[src/hw/nis_defs.svh]
// constants of the nested interrupt state logic: offsets, fields, resets
`ifndef NIS_DEFS_SVH
`define NIS_DEFS_SVH

// sizes
`define NIS_NUM_IRQ      35
`define NIS_PRIO_W       3
`define NIS_ID_W         6
`define NIS_EVT_W        4

// register byte offsets
`define NIS_OFF_SET_LO   8'h00
`define NIS_OFF_SET_HI   8'h04
`define NIS_OFF_CLR_LO   8'h08
`define NIS_OFF_CLR_HI   8'h0c
`define NIS_OFF_ACT_LO   8'h10
`define NIS_OFF_ACT_HI   8'h14
`define NIS_OFF_MODE_LO  8'h18
`define NIS_OFF_MODE_HI  8'h1c
`define NIS_OFF_TRIG     8'h20
`define NIS_OFF_GROUP    8'h24
`define NIS_OFF_EVT_STAT 8'h28
`define NIS_OFF_EVT_MASK 8'h2c
`define NIS_OFF_PRESENT  8'h30
`define NIS_OFF_PRIO     8'h40

// field positions
`define NIS_PRIO_STRIDE  4
`define NIS_EVT_PEND     0
`define NIS_EVT_ENTER    1
`define NIS_EVT_RET      2
`define NIS_EVT_NMI      3

// reset values
`define NIS_RST_MODE     1'b0
`define NIS_RST_GROUP    2'h0
`define NIS_RST_MASK     4'h0
`define NIS_RST_PRIO     3'h0

`endif

[src/hw/nis_pkg.sv]
// types of the nested interrupt state logic
`include "nis_defs.svh"
package nis_pkg;
   typedef logic [`NIS_PRIO_W-1:0] nis_prio_t;
   typedef logic [`NIS_ID_W-1:0]   nis_id_t;

   // service entry and return as seen from the processor core
   typedef struct packed {
      logic    take;
      nis_id_t take_id;
      logic    ret;
      nis_id_t ret_id;
      logic    nmi_take;
   } nis_core_cmd_t;

   // most urgent interrupt offered to the core
   typedef struct packed {
      logic      valid;
      nis_id_t   id;
      nis_prio_t prio;
   } nis_present_t;
endpackage

[src/hw/nis_ctrl.sv]
// nested interrupt state logic with wishbone register slave
`timescale 1ns/1ns
`include "nis_defs.svh"
module nis_ctrl
   import nis_pkg::*;
#(
   parameter int N = `NIS_NUM_IRQ
) (
   // clock and reset
   input  wire logic          clock,
   input  wire logic          rst,
   // wishbone slave
   input  wire logic          wb_cyc_i,
   input  wire logic          wb_stb_i,
   input  wire logic          wb_we_i,
   input  wire logic [7:0]    wb_adr_i,
   input  wire logic [3:0]    wb_sel_i,
   input  wire logic [31:0]   wb_dat_i,
   output logic      [31:0]   wb_dat_o,
   output logic               wb_ack_o,
   // peripheral request lines and nmi pin
   input  wire logic [N-1:0]  irq_req_i,
   input  wire logic          nmi_pin_i,
   // processor core side
   input  wire nis_core_cmd_t core_cmd_i,
   output nis_present_t       present_o,
   output logic               nmi_req_o,
   output logic               irq_o
);
   localparam int PW  = `NIS_PRIO_W;
   localparam int PAD = 64 - N;

   ////////////////////////////////////////////////////////////////////
   // declarations
   logic [N-1:0]          pending_r;
   logic [N-1:0]          active_r;
   logic [N-1:0]          line_prev_r;
   logic [N-1:0]          mode_r;
   nis_prio_t             prio_r [N];
   logic [1:0]            group_r;
   logic [`NIS_EVT_W-1:0] evt_stat_r;
   logic [`NIS_EVT_W-1:0] evt_mask_r;
   logic                  irq_r;
   logic                  wb_ack_r;
   logic [31:0]           wb_dat_r;
   nis_present_t          present_r;
   logic                  nmi_s1_r;
   logic                  nmi_s2_r;
   logic                  nmi_s3_r;
   logic                  nmi_lvl_r;
   logic                  nmi_pend_r;

   logic                  wb_go;
   logic                  wr;
   logic                  rd;
   logic [31:0]           lane;
   logic [63:0]           sw_set64;
   logic [63:0]           sw_clr64;
   logic [63:0]           mode_nxt64;
   logic [N-1:0]          sw_set_v;
   logic [N-1:0]          sw_clr_v;
   logic [N-1:0]          rise_v;
   logic [N-1:0]          take_v;
   logic [N-1:0]          ret_v;
   logic [N-1:0]          set_v;
   logic [N-1:0]          clr_v;
   logic [N-1:0]          pend_nxt;
   logic [N-1:0]          active_nxt;
   logic [`NIS_EVT_W-1:0] evt_set;
   logic [`NIS_EVT_W-1:0] evt_stat_nxt;
   logic [31:0]           rd_v;
   logic                  nmi_rise;
   nis_present_t          present_nxt;

   ////////////////////////////////////////////////////////////////////
   // bus decode
   assign wb_go = wb_cyc_i & wb_stb_i & ~wb_ack_r;
   assign wr    = wb_go & wb_we_i;
   assign rd    = wb_go & ~wb_we_i;
   assign lane  = {{8{wb_sel_i[3]}}, {8{wb_sel_i[2]}},
                   {8{wb_sel_i[1]}}, {8{wb_sel_i[0]}}};

   // one-shot write strobes into the pending bank
   always_comb begin
      sw_set64 = '0;
      sw_clr64 = '0;
      if (wr) begin
         case (wb_adr_i)
            `NIS_OFF_SET_LO: sw_set64[31:0]  = wb_dat_i & lane;
            `NIS_OFF_SET_HI: sw_set64[63:32] = wb_dat_i & lane;
            `NIS_OFF_CLR_LO: sw_clr64[31:0]  = wb_dat_i & lane;
            `NIS_OFF_CLR_HI: sw_clr64[63:32] = wb_dat_i & lane;
            // ids at or above N shift out of the used bits
            `NIS_OFF_TRIG: begin
               if (wb_sel_i[0]) begin
                  sw_set64 = 64'h1 << wb_dat_i[`NIS_ID_W-1:0];
               end
            end
            default: begin
               sw_set64 = '0;
            end
         endcase
      end
   end
   assign sw_set_v = sw_set64[N-1:0];
   assign sw_clr_v = sw_clr64[N-1:0];

   always_comb begin
      mode_nxt64 = {{PAD{1'b0}}, mode_r};
      if (wr && wb_adr_i == `NIS_OFF_MODE_LO) begin
         mode_nxt64[31:0] = (mode_nxt64[31:0] & ~lane) | (wb_dat_i & lane);
      end
      if (wr && wb_adr_i == `NIS_OFF_MODE_HI) begin
         mode_nxt64[63:32] = (mode_nxt64[63:32] & ~lane) | (wb_dat_i & lane);
      end
   end

   ////////////////////////////////////////////////////////////////////
   // configuration registers
   always_ff @(posedge clock) begin
      if (rst) begin
         mode_r <= {N{`NIS_RST_MODE}};
      end else begin
         mode_r <= mode_nxt64[N-1:0];
      end
   end

   always_ff @(posedge clock) begin
      if (rst) begin
         for (int i = 0; i < N; i++) begin
            prio_r[i] <= `NIS_RST_PRIO;
         end
      end else begin
         for (int i = 0; i < N; i++) begin
            if (wr && wb_adr_i[7:2] == 6'((`NIS_OFF_PRIO >> 2) + i / 8)
                && wb_sel_i[(i % 8) / 2]) begin
               prio_r[i] <= wb_dat_i[(i % 8) * `NIS_PRIO_STRIDE +: PW];
            end
         end
      end
   end

   always_ff @(posedge clock) begin
      if (rst) begin
         group_r    <= `NIS_RST_GROUP;
         evt_mask_r <= `NIS_RST_MASK;
      end else if (wr && wb_sel_i[0]) begin
         if (wb_adr_i == `NIS_OFF_GROUP) begin
            group_r <= wb_dat_i[1:0];
         end
         if (wb_adr_i == `NIS_OFF_EVT_MASK) begin
            evt_mask_r <= wb_dat_i[`NIS_EVT_W-1:0];
         end
      end
   end

   ////////////////////////////////////////////////////////////////////
   // per-interrupt state
   assign rise_v = irq_req_i & ~line_prev_r;
   assign take_v = core_cmd_i.take ? N'(64'h1 << core_cmd_i.take_id) : '0;
   assign ret_v  = core_cmd_i.ret ? N'(64'h1 << core_cmd_i.ret_id) : '0;

   // sets beat clears so no request is lost on a clear cycle
   always_comb begin
      // level high while idle; an entry this cycle must not re-pend
      set_v = irq_req_i & ~active_r & ~mode_r & ~take_v;
      set_v = set_v | rise_v;
      set_v = set_v | sw_set_v;
      // level line still high at return
      set_v = set_v | (ret_v & ~mode_r & irq_req_i);
      clr_v = take_v;
      clr_v = clr_v | (sw_clr_v & (mode_r | ~irq_req_i));
      clr_v = clr_v | (ret_v & ~mode_r);
      pend_nxt   = (pending_r & ~clr_v) | set_v;
      active_nxt = (active_r & ~ret_v) | take_v;
   end

   always_ff @(posedge clock) begin
      if (rst) begin
         pending_r   <= '0;
         active_r    <= '0;
         line_prev_r <= '0;
      end else begin
         pending_r   <= pend_nxt;
         active_r    <= active_nxt;
         line_prev_r <= irq_req_i;
      end
   end

   ////////////////////////////////////////////////////////////////////
   // arbitration
   // most urgent, lowest number
   always_comb begin
      nis_prio_t run_grp;
      nis_prio_t best_p;
      nis_id_t   best_id;
      logic      run_any;
      logic      found;
      run_grp = '0;
      best_p  = '0;
      best_id = '0;
      run_any = 1'b0;
      found   = 1'b0;
      for (int i = 0; i < N; i++) begin
         if (active_r[i] && (!run_any || (prio_r[i] >> group_r) < run_grp)) begin
            run_grp = prio_r[i] >> group_r;
            run_any = 1'b1;
         end
      end
      for (int i = N - 1; i >= 0; i--) begin
         if (pending_r[i] && !active_r[i] && (!found || prio_r[i] <= best_p)) begin
            best_p  = prio_r[i];
            best_id = nis_id_t'(i);
            found   = 1'b1;
         end
      end
      // only a more urgent group preempts
      present_nxt.valid = found && (!run_any || (best_p >> group_r) < run_grp);
      present_nxt.id    = best_id;
      present_nxt.prio  = best_p;
   end

   always_ff @(posedge clock) begin
      if (rst) begin
         present_r <= '0;
      end else begin
         present_r <= present_nxt;
      end
   end

   ////////////////////////////////////////////////////////////////////
   // non-maskable input
   always_ff @(posedge clock) begin
      if (rst) begin
         nmi_s1_r <= 1'b0;
         nmi_s2_r <= 1'b0;
         nmi_s3_r <= 1'b0;
      end else begin
         nmi_s1_r <= nmi_pin_i;
         nmi_s2_r <= nmi_s1_r;
         nmi_s3_r <= nmi_s2_r;
      end
   end

   assign nmi_rise = (nmi_s2_r == nmi_s3_r) & nmi_s3_r & ~nmi_lvl_r;

   always_ff @(posedge clock) begin
      if (rst) begin
         nmi_lvl_r  <= 1'b0;
         nmi_pend_r <= 1'b0;
      end else begin
         if (nmi_s2_r == nmi_s3_r) begin
            nmi_lvl_r <= nmi_s3_r;
         end
         nmi_pend_r <= (nmi_pend_r & ~core_cmd_i.nmi_take) | nmi_rise;
      end
   end

   ////////////////////////////////////////////////////////////////////
   // event status and interrupt line
   always_comb begin
      evt_set = '0;
      evt_set[`NIS_EVT_PEND]  = |(set_v & ~pending_r);
      evt_set[`NIS_EVT_ENTER] = |take_v;
      evt_set[`NIS_EVT_RET]   = |ret_v;
      evt_set[`NIS_EVT_NMI]   = nmi_rise;
      evt_stat_nxt = evt_stat_r;
      if (rd && wb_adr_i == `NIS_OFF_EVT_STAT) begin
         evt_stat_nxt = '0;
      end
      evt_stat_nxt = evt_stat_nxt | evt_set;
   end

   always_ff @(posedge clock) begin
      if (rst) begin
         evt_stat_r <= '0;
         irq_r      <= 1'b0;
      end else begin
         evt_stat_r <= evt_stat_nxt;
         irq_r      <= |(evt_stat_r & evt_mask_r);
      end
   end

   ////////////////////////////////////////////////////////////////////
   // read mux and acknowledge
   always_comb begin
      logic [63:0] p64;
      logic [63:0] a64;
      p64  = {{PAD{1'b0}}, pending_r};
      a64  = {{PAD{1'b0}}, active_r};
      rd_v = '0;
      case (wb_adr_i)
         `NIS_OFF_SET_LO,
         `NIS_OFF_CLR_LO:   rd_v = p64[31:0];
         `NIS_OFF_SET_HI,
         `NIS_OFF_CLR_HI:   rd_v = p64[63:32];
         `NIS_OFF_ACT_LO:   rd_v = a64[31:0];
         `NIS_OFF_ACT_HI:   rd_v = a64[63:32];
         `NIS_OFF_MODE_LO:  rd_v = mode_nxt64[31:0];
         `NIS_OFF_MODE_HI:  rd_v = mode_nxt64[63:32];
         `NIS_OFF_GROUP:    rd_v[1:0] = group_r;
         `NIS_OFF_EVT_STAT: rd_v[`NIS_EVT_W-1:0] = evt_stat_r;
         `NIS_OFF_EVT_MASK: rd_v[`NIS_EVT_W-1:0] = evt_mask_r;
         `NIS_OFF_PRESENT:  rd_v[15:0] = 16'({present_r.valid, 3'h0,
                                              present_r.id, 1'b0,
                                              present_r.prio});
         default: begin
            for (int i = 0; i < N; i++) begin
               if (wb_adr_i[7:2] == 6'((`NIS_OFF_PRIO >> 2) + i / 8)) begin
                  rd_v[(i % 8) * `NIS_PRIO_STRIDE +: PW] = prio_r[i];
               end
            end
         end
      endcase
   end

   // unmapped addresses still ack, reading zero
   always_ff @(posedge clock) begin
      if (rst) begin
         wb_ack_r <= 1'b0;
         wb_dat_r <= '0;
      end else begin
         wb_ack_r <= wb_go;
         if (rd) begin
            wb_dat_r <= rd_v;
         end
      end
   end

   assign wb_ack_o  = wb_ack_r;
   assign wb_dat_o  = wb_dat_r;
   assign present_o = present_r;
   assign nmi_req_o = nmi_pend_r;
   assign irq_o     = irq_r;
endmodule // nis_ctrl

[config.mk]
export PLATFORM = sky130hd
export DESIGN_NAME = nis_ctrl
export DESIGN_NICKNAME = d
export VERILOG_FILES = /design/src/hw/nis_pkg.sv /design/src/hw/nis_ctrl.sv
export VERILOG_INCLUDE_DIRS = /design/src /design/src/hw
export SDC_FILE = /design/constraint.sdc
export NUM_CORES = 2
export LEC_CHECK = 0
export ABC_AREA = 0
export BUFFER_PORTS_ARGS = -buffer_cell sky130_fd_sc_hd__buf_2
export CORE_MARGIN = 1.5
export CORE_UTILIZATION = 49
export DETAILED_ROUTE_END_ITERATION = 6
export PLACE_DENSITY_LB_ADDON = 0.12
export SYNTH_ARGS = -nofsm -noshare
export SYNTH_HDL_FRONTEND = slang
export SYNTH_SLANG_ARGS = --single-unit
[constraint.sdc]
create_clock -name clock -period 59.9 [get_ports clock]
set_input_delay 14.975 -clock clock [delete_from_list [all_inputs] [get_ports clock]]
set_output_delay 14.975 -clock clock [all_outputs]
set_load 0.05 [all_outputs]
==> impl_metrics.tcl <==
set metrics [dict create \
    max_freq_ghz 0.0188 \
    dr.first_iter.drc_count 3962 \
    holdBufCountCts 0 \
    wl_per_cell_um 27.3 \
    dr_total_vias 28891 \
    power_leakage_nw 11.4 \
    cpLargestDelayFamily "compound AO/OA/AOI/OAI gates" \
    vias_per_cell 6.75 \
    synth_edf_count 105 \
    layout.nets 3831 \
    reg2reg_to "present_o[9]" \
    critPathSlowestCell "a2111oi_0" \
    worst_ep_arrival_time_ns 53.73 \
    violations "design-rule violations" \
    synthAdderAreaFrac_pct 8.08 \
    cap_violations 0 \
    place_congestion 1.11 \
    worstSetupStartpoint "group_r[1]" \
    insertion_delay_ns 0.55 \
    setup_violations 0 \
    slew_headroom_pct 18.8 \
    clkSlewWorstSetupHoldPaths_ns 0.06 \
    drtAntennaViolNets 0 \
    slowest_delay_ns 0.90 \
    synth_area_mm2 0.0268 \
    post_cts_resized 0 \
    worst_pin_slew_ns 1.21 \
    ir_worst_vdd_mv 0.0281 \
    post_synth.cell_area_avg_um2 7.66 \
    synth_most_common_cell "nor2_1" \
    dieWidth_um 237 \
    min_path_type "reg2reg" \
    dp_hpwl_mm 91.9 \
    cts_tree "done" \
    end_kind "register" \
    cts_root_buffer "clkbuf_16" \
    cts_setup_buffers 0 \
    area_growth_pct 8.59 \
    min_period_over_period_pct 88.9 \
    dieArea_mm2 0.0561 \
    crit_type "reg2reg" \
    yosys_warnings 0 \
    syn_inst 3496 \
    cts_buffers 34 \
    grt_pass1_vias 27106 \
    overflow 0 \
    place.port_buffers 144 \
    ys_async_sr_fraction_pct 0 \
    layout-drive-gt1-share_pct 10.8 \
    io_pins 145 \
    synth_flop_cell "dfxtp_1" \
    worst_setup_path_start_kind "register" \
    path_max_fanout 57 \
    post-place-ws_ns 7.58 \
    initial_core_util_pct 49.7 \
    grt_use_total_pct 40.3 \
    synth_area_leader_cell "dfxtp_1" \
    synth-compound-area-share_pct 27.7 \
    drc 5 \
    synthSimpleGateAreaFrac_pct 25.7 \
    synth-xor-area-share_pct 0 \
    synth_top_family_by_area "compound AO/OA/AOI/OAI gates" \
    fin_util_pct 53.9 \
    holdPathEnd "nmi_s2_r" \
    rsz0062_at_grt "false" \
    fp-row-count 85 \
    crit_path_frequent_cell "ha_1" \
    final_hold_viol_count 0 \
    synth_top_cells_by_count "nor2_1 (407), nand2_1 (388), a21oi_1 (305), o21ai_0 (209), dfxtp_1 (199)" \
    rrSetupSlack_ns 6.64 \
    final.min_clock_period_ns 53.26 \
    synthTopCellsByArea "dfxtp_1 (15%), edfxtp_1 (12%), ha_1 (8.1%)" \
    cp_data_required_time_ns 60.37 \
    dr.pass1.iters 7 \
    min_path_cells 1 \
    grt_first_pass_wirelength_mm 171 \
    ys_types 114 \
    cts.sinks 304 \
    critPathBufInv 10 \
    netlist.area_leader.share_pct 14.9 \
    total_power_mw 1.05 \
    finClkSkew_ns 0.0182 \
    ys_seq_area_share_pct 26.7 \
    synthesis.nets 3769 \
    clock_path_buffers 3 \
    final-max-slew-violation-count 0 \
    core_area_mm2 0.0539 \
    htreeDepth 2 \
    worst_slack_ns 6.64 \
    fill_cells 5250 \
    grt_antenna_before_repair 7 \
    drt-total-wl_mm 117 \
    rr_startpoint "group_r[1]" \
    tns_ns 0 \
    outcome "finished with violations" \
    min_from "nmi_s1_r" \
    powerDensity_mw_per_mm2 36.1 \
    ff2ff_path_depth 245 \
    die_h_um 237 \
    grt_max_degree 85 \
    muxShareOfSynthArea_pct 6.93 \
    ys_ff_latch 304 \
]
==> through the flow <==
stage | hold slack, ns | std cells | instance area (µm²)
final | 0.463 | 4279 | 29100
after CTS | 0.468 | 4275 | 29100
after global routing | 0.472 | 4275 | 29100
after global placement | 0.431 | 4218 | 28000
after floorplan | 0.414 | 3496 | 26800
after detailed placement | 0.458 | 4218 | 28000
==> sequential cells by signal, summed over array words and instances, names as in the netlist, 10 cells and up <==
| register | flops |
|---|---|
| prio_r | 105 |
| active_r | 35 |
| line_prev_r | 35 |
| mode_r | 35 |
| pending_r | 35 |
| wb_dat_o | 32 |
| present_o | 10 |
==> cells by family after synthesis <==
group | after synthesis
AOI/OAI and AO/OA | 1087
and+or+nand+nor | 1432
adders and majority gates | 173
muxes | 160
buffers and inverters | 340
DFF | 304
==> worst max path at each step <==
stage,to,slack (ns),depth (start not counted)
2_1_floorplan,present_o[9],14.59,253
3_3_place_gp,present_o[9],8.71,242
3_5_place_dp,present_o[9],7.58,244
4_1_cts,present_o[9],7.37,244
5_1_grt,present_o[9],1.94,244
6_report,present_o[9],6.64,245
==> per-layer routing <==
layer	wire length [µm]	vias up	GRT usage, %
met3	12700	367	7.46
met2	50200	1881	62.3
met1	46300	13690	53.0
met5	30	-	0
met4	7490	4	22.5
li1	-	12949	-
==> area by class of cell <==
class	instances	area [µm²]	area share, %
diodes	4	10.0	0.0344
repair buffers	184	1030	3.53
inverters	182	683	2.35
clock buffers	47	931	3.20
multi-input cells	2852	18300	63.0
flip-flops and latches	304	7140	24.6
clock inverters	10	90.1	0.310
well taps	696	871	3.00
==> placed cells by master, fill, tap and decap left out, types with 34 or more instances in the layout <==
cell type    n
o21a_1      65
mux2_2      42
buf_2      143
a22oi_1     34
a21o_1      51
o21ai_0    209
and2_1     115
inv_1      181
clkbuf_16   35
nor2b_1     90
nor2_1     403
mux2i_1    102
nand2_1    388
dfxtp_1    197
edfxtp_1   105
nand2b_1   111
nand3_1    115
ha_1       173
nor3_1      57
buf_4       40
a21oi_1    305
==> power breakdown <==
part,internal (mW),total (mW),leakage [nW],switching (mW)
Sequential,0.223,0.239,2.69,0.0153
Combinational,0.246,0.609,8.22,0.363
Clock,0.113,0.203,0.502,0.0896
Power figures use the tool's default switching activity.
